## src/v86_dispatch_pkg.sv

```systemverilog
package v86_dispatch_pkg;

    // ----------------------------------------
    // register map, byte addresses
    // ----------------------------------------
    localparam int         ADDR_W      = 8;
    localparam logic [7:0] CTRL_OFS    = 8'h00;
    localparam logic [7:0] FLAGS_OFS   = 8'h04;
    localparam logic [7:0] ISTAT_OFS   = 8'h08;
    localparam logic [7:0] ICLR_OFS    = 8'h0c;
    localparam logic [7:0] IEN_OFS     = 8'h10;
    localparam logic [7:0] LAST_OFS    = 8'h14;
    localparam logic [7:0] REDIR_BASE  = 8'h40;
    localparam logic [7:0] IOPM_BASE   = 8'h80;
    localparam int         REDIR_WORDS = 8;
    localparam int         IOPM_WORDS  = 32;
    localparam logic [16:0] IOPM_PORTS = 17'h00400;

    // ----------------------------------------
    // field positions and reset values
    // ----------------------------------------
    localparam int          CTRL_VME_BIT = 0;
    localparam int          CTRL_PL_LSB  = 4;
    localparam int          FL_IO_PRIVILEGE_LEVEL_LSB  = 12;
    localparam int          FL_VM_BIT    = 17;
    localparam int          FL_VIF_BIT   = 19;
    localparam int          FL_VIP_BIT   = 20;
    localparam logic [31:0] CTRL_RST     = 32'h0000_0000;
    localparam logic [31:0] FLAGS_RST    = 32'h0000_0002;
    localparam logic [31:0] REDIR_RST    = 32'h0000_0000;
    localparam logic [31:0] IOPM_RST     = 32'hffff_ffff;
    localparam logic [1:0]  IO_PRIVILEGE_LEVEL_MAX     = 2'h3;
    localparam logic [1:0]  V86_PRIV     = 2'h3;
    localparam logic [7:0]  GP_VECTOR    = 8'h0d;
    localparam logic [7:0]  PF_VECTOR    = 8'h0e;

    // ----------------------------------------
    // interrupt status bits
    // ----------------------------------------
    localparam int IRQ_W     = 4;
    localparam int IRQ_IO    = 0;
    localparam int IRQ_GP    = 1;
    localparam int IRQ_PF    = 2;
    localparam int IRQ_DEFER = 3;

    localparam logic [1:0] RESP_OKAY   = 2'h0;
    localparam logic [1:0] RESP_SLVERR = 2'h2;

    // ----------------------------------------
    // types
    // ----------------------------------------
    typedef enum logic [2:0] {
        KIND_EXCEPTION, KIND_NMI, KIND_EXT_HW, KIND_MASKABLE,
        KIND_SOFT_INT, KIND_SENSITIVE
    } ev_kind_t;

    typedef enum logic [1:0] {CLASS_ONE, CLASS_TWO, CLASS_THREE} ev_class_t;

    typedef enum logic [2:0] {
        ROUTE_NONE, ROUTE_PM_IDT, ROUTE_V86_HANDLER, ROUTE_GP_FAULT,
        ROUTE_DEFERRED, ROUTE_PAGE_FAULT
    } route_t;

    typedef struct packed {
        ev_kind_t   kind;
        logic [7:0] vector;
    } event_t;

    typedef struct packed {
        ev_class_t  cls;
        route_t     route;
        logic [7:0] vector;
    } dispatch_t;

endpackage

```

## src/v86_interrupt_io_dispatch.sv

```systemverilog
`timescale 1ns/10ps

module v86_interrupt_io_dispatch #(
    parameter bit VME_PRESENT = 1'b1  // extension built in
) (
    input  wire logic                       core_clk,          // 50 MHz clock
    input  wire logic                       resetn,            // async reset, low
    input  wire logic [7:0]                 s_axi_awaddr,      // write address
    input  wire logic                       s_axi_awvalid,     // write address valid
    output logic                            s_axi_awready,     // write address ready
    input  wire logic [31:0]                s_axi_wdata,       // write data
    input  wire logic [3:0]                 s_axi_wstrb,       // byte strobes
    input  wire logic                       s_axi_wvalid,      // write data valid
    output logic                            s_axi_wready,      // write data ready
    output logic [1:0]                      s_axi_bresp,       // write response
    output logic                            s_axi_bvalid,      // write response valid
    input  wire logic                       s_axi_bready,      // write response ready
    input  wire logic [7:0]                 s_axi_araddr,      // read address
    input  wire logic                       s_axi_arvalid,     // read address valid
    output logic                            s_axi_arready,     // read address ready
    output logic [31:0]                     s_axi_rdata,       // read data
    output logic [1:0]                      s_axi_rresp,       // read response
    output logic                            s_axi_rvalid,      // read data valid
    input  wire logic                       s_axi_rready,      // read data ready
    input  wire logic                       ev_valid,          // event recognised
    input  wire v86_dispatch_pkg::event_t   ev,                // event kind and vector
    output logic                            disp_valid,        // decision pulse
    output v86_dispatch_pkg::dispatch_t     disp,              // class, route, vector
    input  wire logic                       io_valid,          // port access attempt
    input  wire logic [15:0]                io_port,           // port address
    output logic                            io_fault,          // port access faults
    input  wire logic                       mmio_valid,        // mapped io access
    input  wire logic                       mmio_page_present, // page present bit
    output logic                            page_fault,        // page fault pulse
    output logic                            irq                // level interrupt
);

    // ----------------------------------------
    // state
    // ----------------------------------------
    logic [31:0]                     ctrl_r;
    logic [31:0]                     flags_r;
    logic [v86_dispatch_pkg::IRQ_W-1:0] istat_r;
    logic [v86_dispatch_pkg::IRQ_W-1:0] ien_r;
    logic [31:0]                     redir_mem [v86_dispatch_pkg::REDIR_WORDS];
    logic [31:0]                     iopm_mem  [v86_dispatch_pkg::IOPM_WORDS];

    // write channel capture
    logic                            aw_hold_r;
    logic                            w_hold_r;
    logic [7:0]                      awaddr_r;
    logic [31:0]                     wdata_r;
    logic [3:0]                      wstrb_r;

    // response channels
    logic                            bvalid_r;
    logic                            rvalid_r;
    logic [31:0]                     rdata_r;
    logic [1:0]                      rresp_r;

    // decision outputs
    logic                            disp_valid_r;
    v86_dispatch_pkg::dispatch_t     disp_r;
    logic                            io_fault_r;
    logic                            page_fault_r;

    // byte-lane write merge
    function automatic logic [31:0] merge(input logic [31:0] old, input logic [31:0] nw,
                                          input logic [3:0] strb);
        logic [31:0] res;
        res = old;
        for (int i = 0; i < 4; i++) begin
            if (strb[i]) begin
                res[8*i +: 8] = nw[8*i +: 8];
            end
        end
        return res;
    endfunction

    // address inside a word window
    function automatic logic in_window(input logic [7:0] a, input logic [7:0] base,
                                       input int words);
        return (a >= base) && ({1'b0, a} < ({1'b0, base} + 9'(words * 4)));
    endfunction

    // ----------------------------------------
    // bus slave
    // ----------------------------------------
    // write fires once address and data are both held
    wire do_write = aw_hold_r & w_hold_r & ~bvalid_r;
    wire do_read  = s_axi_arvalid & ~rvalid_r;
    wire wr_ctrl  = do_write & (awaddr_r == v86_dispatch_pkg::CTRL_OFS);
    wire wr_flags = do_write & (awaddr_r == v86_dispatch_pkg::FLAGS_OFS);
    wire wr_iclr  = do_write & (awaddr_r == v86_dispatch_pkg::ICLR_OFS);
    wire wr_ien   = do_write & (awaddr_r == v86_dispatch_pkg::IEN_OFS);
    wire wr_redir = do_write & in_window(awaddr_r, v86_dispatch_pkg::REDIR_BASE,
                                         v86_dispatch_pkg::REDIR_WORDS);
    wire wr_iopm  = do_write & in_window(awaddr_r, v86_dispatch_pkg::IOPM_BASE,
                                         v86_dispatch_pkg::IOPM_WORDS);
    wire wr_hit   = wr_ctrl | wr_flags | wr_iclr | wr_ien | wr_redir | wr_iopm;
    wire [2:0] wr_redir_idx = awaddr_r[4:2];
    wire [4:0] wr_iopm_idx  = awaddr_r[6:2];

    // read decode
    wire [7:0] ra = s_axi_araddr;
    wire rd_redir = in_window(ra, v86_dispatch_pkg::REDIR_BASE, v86_dispatch_pkg::REDIR_WORDS);
    wire rd_iopm  = in_window(ra, v86_dispatch_pkg::IOPM_BASE, v86_dispatch_pkg::IOPM_WORDS);
    wire rd_reg   = (ra == v86_dispatch_pkg::CTRL_OFS) | (ra == v86_dispatch_pkg::FLAGS_OFS) |
                    (ra == v86_dispatch_pkg::ISTAT_OFS) | (ra == v86_dispatch_pkg::ICLR_OFS) |
                    (ra == v86_dispatch_pkg::IEN_OFS) | (ra == v86_dispatch_pkg::LAST_OFS);
    wire rd_hit   = rd_reg | rd_redir | rd_iopm;
    wire [31:0] rd_word =
        (ra == v86_dispatch_pkg::CTRL_OFS)  ? ctrl_r :
        (ra == v86_dispatch_pkg::FLAGS_OFS) ? flags_r :
        (ra == v86_dispatch_pkg::ISTAT_OFS) ? {28'h0, istat_r} :
        (ra == v86_dispatch_pkg::IEN_OFS)   ? {28'h0, ien_r} :
        (ra == v86_dispatch_pkg::LAST_OFS)  ? {19'h0, disp_r} :
        rd_redir ? redir_mem[ra[4:2]] :
        rd_iopm  ? iopm_mem[ra[6:2]] : 32'h0000_0000;

    assign s_axi_awready = ~aw_hold_r;
    assign s_axi_wready  = ~w_hold_r;
    assign s_axi_arready = ~rvalid_r;
    assign s_axi_bvalid  = bvalid_r;
    assign s_axi_rvalid  = rvalid_r;
    assign s_axi_rdata   = rdata_r;
    assign s_axi_rresp   = rresp_r;

    logic [1:0] bresp_r;
    assign s_axi_bresp = bresp_r;

    always_ff @(posedge core_clk or negedge resetn) begin
        if (!resetn) begin
            aw_hold_r <= 1'b0;
            w_hold_r  <= 1'b0;
            awaddr_r  <= 8'h00;
            wdata_r   <= 32'h0000_0000;
            wstrb_r   <= 4'h0;
            bvalid_r  <= 1'b0;
            bresp_r   <= v86_dispatch_pkg::RESP_OKAY;
        end else begin
            if (s_axi_awvalid && !aw_hold_r) begin
                aw_hold_r <= 1'b1;
                awaddr_r  <= s_axi_awaddr;
            end else if (do_write) begin
                aw_hold_r <= 1'b0;
            end

            if (s_axi_wvalid && !w_hold_r) begin
                w_hold_r <= 1'b1;
                wdata_r  <= s_axi_wdata;
                wstrb_r  <= s_axi_wstrb;
            end else if (do_write) begin
                w_hold_r <= 1'b0;
            end

            if (do_write) begin
                bvalid_r <= 1'b1;
                bresp_r  <= wr_hit ? v86_dispatch_pkg::RESP_OKAY : v86_dispatch_pkg::RESP_SLVERR;
            end else if (s_axi_bready) begin
                bvalid_r <= 1'b0;
            end
        end
    end

    always_ff @(posedge core_clk or negedge resetn) begin
        if (!resetn) begin
            rvalid_r <= 1'b0;
            rdata_r  <= 32'h0000_0000;
            rresp_r  <= v86_dispatch_pkg::RESP_OKAY;
        end else if (do_read) begin
            rvalid_r <= 1'b1;
            rdata_r  <= rd_word;
            rresp_r  <= rd_hit ? v86_dispatch_pkg::RESP_OKAY : v86_dispatch_pkg::RESP_SLVERR;
        end else if (s_axi_rready) begin
            rvalid_r <= 1'b0;
        end
    end

    // ----------------------------------------
    // mode and flag decode
    // ----------------------------------------
    wire       vme_on   = VME_PRESENT & ctrl_r[v86_dispatch_pkg::CTRL_VME_BIT];
    wire       vm       = flags_r[v86_dispatch_pkg::FL_VM_BIT];
    wire [1:0] io_privilege_level     = flags_r[v86_dispatch_pkg::FL_IO_PRIVILEGE_LEVEL_LSB +: 2];
    wire [1:0] current_privilege      = vm ? v86_dispatch_pkg::V86_PRIV
                             : ctrl_r[v86_dispatch_pkg::CTRL_PL_LSB +: 2];
    wire       virtual_int_flag      = VME_PRESENT & flags_r[v86_dispatch_pkg::FL_VIF_BIT];
    wire       virt_on  = vme_on & vm & (io_privilege_level != v86_dispatch_pkg::IO_PRIVILEGE_LEVEL_MAX);
    wire       redir_bit = redir_mem[ev.vector[7:5]][ev.vector[4:0]];

    // ----------------------------------------
    // event classification and routing
    // ----------------------------------------
    wire is_soft  = ev.kind == v86_dispatch_pkg::KIND_SOFT_INT;
    wire is_mask  = ev.kind == v86_dispatch_pkg::KIND_MASKABLE;
    wire is_sens  = ev.kind == v86_dispatch_pkg::KIND_SENSITIVE;
    wire class2   = is_mask & vme_on & vm;
    v86_dispatch_pkg::ev_class_t cls_w;
    assign cls_w = is_soft ? v86_dispatch_pkg::CLASS_THREE :
                   class2  ? v86_dispatch_pkg::CLASS_TWO :
                             v86_dispatch_pkg::CLASS_ONE;

    // sensitive insns fault in v86 mode below io level 3
    wire sens_fault = vm & (io_privilege_level < v86_dispatch_pkg::IO_PRIVILEGE_LEVEL_MAX);
    v86_dispatch_pkg::route_t c1_route;
    v86_dispatch_pkg::route_t c2_route;
    v86_dispatch_pkg::route_t c3_route;
    v86_dispatch_pkg::route_t route_w;
    assign c1_route = !is_sens  ? v86_dispatch_pkg::ROUTE_PM_IDT :
                      sens_fault ? v86_dispatch_pkg::ROUTE_GP_FAULT :
                                   v86_dispatch_pkg::ROUTE_NONE;
    assign c2_route = (!virt_on || virtual_int_flag) ? v86_dispatch_pkg::ROUTE_PM_IDT :
                                          v86_dispatch_pkg::ROUTE_DEFERRED;

    // class three: redirect, then io level
    assign c3_route = !vm ? v86_dispatch_pkg::ROUTE_PM_IDT :
                      (vme_on && !redir_bit) ? v86_dispatch_pkg::ROUTE_V86_HANDLER :
                      (io_privilege_level == v86_dispatch_pkg::IO_PRIVILEGE_LEVEL_MAX) ? v86_dispatch_pkg::ROUTE_PM_IDT :
                      v86_dispatch_pkg::ROUTE_GP_FAULT;
    assign route_w = (cls_w == v86_dispatch_pkg::CLASS_THREE) ? c3_route :
                     (cls_w == v86_dispatch_pkg::CLASS_TWO)   ? c2_route : c1_route;

    wire [7:0] vec_w = (route_w == v86_dispatch_pkg::ROUTE_GP_FAULT) ?
                       v86_dispatch_pkg::GP_VECTOR : ev.vector;
    v86_dispatch_pkg::dispatch_t disp_w;
    assign disp_w = '{cls: cls_w, route: route_w, vector: vec_w};

    // status events from this decision
    wire ev_gp    = ev_valid & (route_w == v86_dispatch_pkg::ROUTE_GP_FAULT);
    wire ev_defer = ev_valid & (route_w == v86_dispatch_pkg::ROUTE_DEFERRED);

    // ----------------------------------------
    // port and mapped io checks
    // ----------------------------------------
    wire port_in_map = {1'b0, io_port} < v86_dispatch_pkg::IOPM_PORTS;
    wire port_prot   = ~port_in_map | iopm_mem[io_port[9:5]][io_port[4:0]];
    wire io_bypass   = ~vm & (current_privilege <= io_privilege_level);
    wire io_fault_w  = io_valid & port_prot & ~io_bypass;
    wire pf_w        = mmio_valid & ~mmio_page_present;

    // ----------------------------------------
    // decisions, registered once per event
    // ----------------------------------------
    always_ff @(posedge core_clk or negedge resetn) begin
        if (!resetn) begin
            disp_valid_r <= 1'b0;
            disp_r       <= '{cls: v86_dispatch_pkg::CLASS_ONE,
                              route: v86_dispatch_pkg::ROUTE_NONE, vector: 8'h00};
            io_fault_r   <= 1'b0;
            page_fault_r <= 1'b0;
        end else begin
            disp_valid_r <= ev_valid;
            if (ev_valid) begin
                disp_r <= disp_w;
            end

            io_fault_r   <= io_fault_w;
            page_fault_r <= pf_w;
        end
    end

    assign disp_valid = disp_valid_r;
    assign disp       = disp_r;
    assign io_fault   = io_fault_r;
    assign page_fault = page_fault_r;

    // ----------------------------------------
    // software registers and bitmaps
    // ----------------------------------------
    logic [v86_dispatch_pkg::IRQ_W-1:0] ev_set;
    assign ev_set = {ev_defer, pf_w, ev_gp, io_fault_w};
    wire [v86_dispatch_pkg::IRQ_W-1:0] iclr_bits = wr_iclr ?
        wdata_r[v86_dispatch_pkg::IRQ_W-1:0] : '0;
    // hardware sets pending over a software write
    wire [31:0] flags_sw  = wr_flags ? merge(flags_r, wdata_r, wstrb_r) : flags_r;
    wire [31:0] flags_nxt = flags_sw | (32'(ev_defer) << v86_dispatch_pkg::FL_VIP_BIT);

    always_ff @(posedge core_clk or negedge resetn) begin
        if (!resetn) begin
            ctrl_r  <= v86_dispatch_pkg::CTRL_RST;
            flags_r <= v86_dispatch_pkg::FLAGS_RST;
            istat_r <= '0;
            ien_r   <= '0;
        end else begin
            if (wr_ctrl) begin
                ctrl_r <= merge(ctrl_r, wdata_r, wstrb_r);
            end

            flags_r <= flags_nxt;
            // status set wins over clear
            istat_r <= (istat_r & ~iclr_bits) | ev_set;

            if (wr_ien) begin
                ien_r <= wdata_r[v86_dispatch_pkg::IRQ_W-1:0];
            end
        end
    end

    always_ff @(posedge core_clk or negedge resetn) begin
        if (!resetn) begin
            for (int i = 0; i < v86_dispatch_pkg::REDIR_WORDS; i++) begin
                redir_mem[i] <= v86_dispatch_pkg::REDIR_RST;
            end
            for (int i = 0; i < v86_dispatch_pkg::IOPM_WORDS; i++) begin
                iopm_mem[i] <= v86_dispatch_pkg::IOPM_RST;
            end
        end else begin
            if (wr_redir) begin
                redir_mem[wr_redir_idx] <= merge(redir_mem[wr_redir_idx], wdata_r, wstrb_r);
            end

            if (wr_iopm) begin
                iopm_mem[wr_iopm_idx] <= merge(iopm_mem[wr_iopm_idx], wdata_r, wstrb_r);
            end
        end
    end

    // level interrupt from enabled status
    assign irq = |(istat_r & ien_r);

endmodule // v86_interrupt_io_dispatch

```

## config.mk

```make
export PLATFORM = sky130hd
export DESIGN_NAME = v86_interrupt_io_dispatch
export DESIGN_NICKNAME = d
export VERILOG_FILES = /design/src/v86_dispatch_pkg.sv /design/src/v86_interrupt_io_dispatch.sv
export SDC_FILE = /design/constraint.sdc
export NUM_CORES = 2
export LEC_CHECK = 0
export BUFFER_PORTS_ARGS = -buffer_cell sky130_fd_sc_hd__buf_4
export CAP_MARGIN = 20
export CORE_MARGIN = 2
export CORE_UTILIZATION = 40
export CTS_CLUSTER_SIZE = 30
export DETAILED_ROUTE_END_ITERATION = 10
export HOLD_SLACK_MARGIN = 0.1
export SYNTH_ARGS = -nofsm -noshare
export SYNTH_HDL_FRONTEND = slang
export SYNTH_SLANG_ARGS = --single-unit
```

## constraint.sdc

```tcl
create_clock -name core_clk -period 2.4 [get_ports core_clk]
set_input_delay 0.12 -clock core_clk [delete_from_list [all_inputs] [get_ports core_clk]]
set_output_delay 0.12 -clock core_clk [all_outputs]
set_load 0.01 [all_outputs]
```

==> flow_summary_export.csv <==
group,metric,value,unit
run_status,outcome,"finished, violations left",
run_status,violations,"setup timing",
global_route,grt_usage,29.0,%
worst_setup_path,end_kind,"flop",
worst_setup_path,cp_top_family,"multiplexers",
finish,area_growth,25.3,%
worst_setup_path,path_buf_inv,4,
finish,multi_input_area,47800,um^2
power,p_clk_share,20.4,%
clocking,cts_sinks,1450,
worst_setup_path,cpPeakStageDelay,0.52,ns
drt,ant_nets,0,
clocking,root_buffer,"clkbuf_16",
floorplanning,core.rowCount,171,
logic_synthesis,synth_edf_count,0,
min_path,min_to,"wdata_r[5]$_DFFE_PN0P_",
min_path,min_from,"s_axi_wdata[5]",
finish,nNetsFinal,6860,
logic_synthesis,synth_top_area_cell,"dfstp_2",
floorplanning,die_y,471,um
worst_setup_path,r2r-end,"iopm_mem[844]$_DFFE_PN1P_",
drt,routed_wl,323000,um
drt,drtIter0Drc,6913,
worst_setup_path,crit_path_frequent_cell,"buf_12",
sta,fin_crit_sh,120,%
power,irDropWorstVdd,0.000742,V
floorplanning,io_pins,148,
floorplanning,die_w,471,um
sta,fin_worst_skew,0.0368,ns
sta,worst_pin_slew,1.06,ns
sta,hold_viol,0,
global_route,grt_overflow,0,
sta,setup_slack,-0.472,ns
logic_synthesis,synth_top_area_share,30.9,%
finish,fill_cells,18200,
clocking,insertion_delay,0.84,ns
sta,fin_setup_tns,-428.98,ns
finish,layout-drive-gt1-share,75.6,%
worst_setup_path,cpMaxStageDelayCell,"mux4_2",
global_route,antenna_found_initial,14,
worst_setup_path,crit_type,"reg -> reg",
sta,whs,0.134,ns
worst_setup_path,r2r_setup_slack,-0.47,ns
drt,num_vias,62500,
global_route,grt_pass1_vias,65300,
drt,viasPerCell,6.41,
clocking,htreeDepth,4,
power,p_leak,44.6,nW
logic_synthesis,synth_warnings,0,
power,comb_power_share,43.7,%
clocking,cts_tree,"built",
logic_synthesis,synth_cell_types,77,
logic_synthesis,ys_seq_area_share,43.1,%
logic_synthesis,synthCells,5677,
power,p_int,84.1,mW
floorplanning,core_area,217000,um^2
sta,fmax,348,MHz
logic_synthesis,yosysMostFrequentCell,"mux2_2",
placement,placed_area,102000,um^2
finish,seq_area,37600,um^2
floorplanning,dieArea,222000,um^2
worst_setup_path,crit_arrival,3.60,ns
logic_synthesis,synthTopCellsByArea,"dfstp_2 (31%), mux4_2 (27%), mux2_2 (17%), dfrtp_1 (12%), mux2i_1 (2.0%)",
worst_setup_path,reg2reg_from,"awaddr_r[2]$_DFFE_PN0P_",
logic_synthesis,ys_ff_latch,1450,
finish,finalNonFillerCells,9759,
min_path,holdPathStages,3,
sta,rsz0062_at_grt,"true",
placement,dp.cells,9336,
drt,drc_errors,0,
worst_setup_path,crit_fanout,32,
sta,relSlewSlack,29.0,%
power,p_switching,44.3,mW
global_route,grt_max_degree,135,
logic_synthesis,async_flop_share,100,%
logic_synthesis,synth_flop_cell,"dfstp_2",
run,maxCapViolCount,0,
logic_synthesis,synth.cell_area,87200,um^2
clocking,cts_made_buffers,163,
logic_synthesis,netlist_top_cells_count,"mux2_2 (1333), mux4_2 (1056), dfstp_2 (1025)",
placement,port_buffers,145,
sta,drv_slew,0,
sta,setup_viol,1356,
logic_synthesis,avgSynthCellArea,15.4,um^2
worst_setup_path,worstPathCellList,"buf_16 -> buf_12 -> buf_12 -> mux4_2 -> mux4_2 -> mux2i_1 -> a21oi_2 -> buf_12 -> mux2_2",
sta,min_period,2.87,ns
worst_setup_path,crit_required,3.13,ns
global_route,grt_pass1_wl,470000,um
power,power,128,mW
worst_setup_path,ff2ff_path_depth,9,
placement,dp_hpwl,221000,um
clocking,clockBufferDepth,3,
min_path,hp-class,"in -> reg",
power,p_sw_share,34.5,%
drt,wire_per_inst,33.1,um
power,power_density,1170,nW/um^2
finish,fin_area,109000,um^2
drt,first_pass_iters,8,
worst_setup_path,start_kind,"flop",
placement,gp_congestion,0.947,
power,p_seq_share,35.8,%
clocking,clkSlewWorstSetupHoldPaths,0.07,ns
floorplanning,initial_core_util,40.2,%
==> registers in the layout, indices dropped and copies added (netlist names) <==
signal,count
iopm_mem,1024
redir_mem,256
ctrl_r,32
flags_r,32
s_axi_rdata,32
wdata_r,32
disp,13
awaddr_r,8
ien_r,4
istat_r,4
wstrb_r,4
aw_hold_r,1
disp_valid,1
io_fault,1
page_fault,1
s_axi_bresp,1
s_axi_bvalid,1
s_axi_rresp,1
s_axi_rvalid,1
w_hold_r,1
==> per-layer routing <==
layer | global-route usage, % | vias to the layer above | share of wire [%]
met4 | 12.3 | 12 | 4.7
met5 | 0 | - | 0.028
met2 | 45.1 | 3137 | 46
li1 | - | 24800 | -
met1 | 38.8 | 33700 | 40
met3 | 6.94 | 788 | 8.8
==> worst min-delay path, cell delays in order <==
cell	delay (ns)
dlygate4sd3_1	0.56
buf_4	0.11
mux2_2	0.13
==> placed cells by master, fill, tap and decap left out, drive strengths merged, types with 8 or more instances in the layout <==
master       instances
a211oi              12
a21oi               87
a221oi              13
a222oi              18
a22o                 9
a22oi               39
a31oi               56
a32oi                8
and2                14
buf               1368
bufinv              10
clkbuf             249
clkinv              34
dfrtp              425
dfstp             1025
dlygate4sd3        119
inv                 30
mux2              1373
mux2i              176
mux4              1056
nand2              273
nand2b              14
nand3               51
nand3b               8
nand4               12
nor2               127
nor2b               27
nor3                27
o21ai               76
o221ai              21
o22ai               15
o31ai               43
==> final cells by class <==
type / count / share of cell area [%]
Antenna cell: 1 / 0.00229
Clock buffer: 247 / 4.58
Clock inverter: 54 / 0.512
Inverter: 27 / 0.0927
Multi-Input combinational cell: 3637 / 43.7
Sequential cell: 1450 / 34.4
Tap cell: 2854 / 3.27
Timing Repair Buffer: 1489 / 13.4
==> power groups by stage <==
| stage | clock network [mW] | logic [mW] | registers [mW] |
|---|---|---|---|
| 6_report | 26.2 | 56.2 | 46.0 |
| 3_3_place_gp | 0 | 53.4 | 45.5 |
| 4_1_cts | 26.6 | 55.2 | 45.7 |
| 3_5_place_dp | 0 | 54.6 | 46.0 |
| 2_1_floorplan | 0 | 33.3 | 43.6 |
| 5_1_grt | 27.5 | 59.1 | 47.2 |
==> through the flow <==
stage / setup slack [ns] / utilization (%)
3_3_place_gp: -0.761 / 47.1
6_report: -0.472 / 50.4
3_5_place_dp: -0.842 / 47.1
4_1_cts: -0.458 / 50.3
5_1_grt: -0.517 / 50.4
2_1_floorplan: -0.0837 / -
==> cells by family after synthesis <==
family | after synthesis | share of synthesized area (%)
simple gates | 594 | 3.16
mux | 2605 | 47.2
flops | 1450 | 43.1
compound gates | 434 | 3.35
other cells | 1 | 0.00430
buf+inv | 591 | 3.21
fa+ha+maj | 2 | 0.0287
==> worst max path at each step <==
stage	start	to	cells past startpoint
2_1_floorplan	awaddr_r[3]$_DFFE_PN0P_	iopm_mem[938]$_DFFE_PN1P_	8
6_report	awaddr_r[2]$_DFFE_PN0P_	iopm_mem[844]$_DFFE_PN1P_	9
3_5_place_dp	io_port[5]	istat_r[0]$_DFF_PN0_	12
4_1_cts	awaddr_r[2]$_DFFE_PN0P_	iopm_mem[793]$_DFFE_PN1P_	8
3_3_place_gp	io_port[5]	istat_r[0]$_DFF_PN0_	12
5_1_grt	awaddr_r[2]$_DFFE_PN0P_	iopm_mem[69]$_DFFE_PN1P_	8
==> timing repair <==
item / 4_1_cts / 5_1_grt
hold buffers: 119 / 0
gates cloned: 0 / 2
setup buffers: 3 / 0
endpoints found under the setup margin: 1326 / 1372
pin swaps: 6 / 2
hold endpoints to repair: 1279 / 0
gates resized for setup: 41 / 42
No activity file was read; power rests on OpenSTA's default activity.
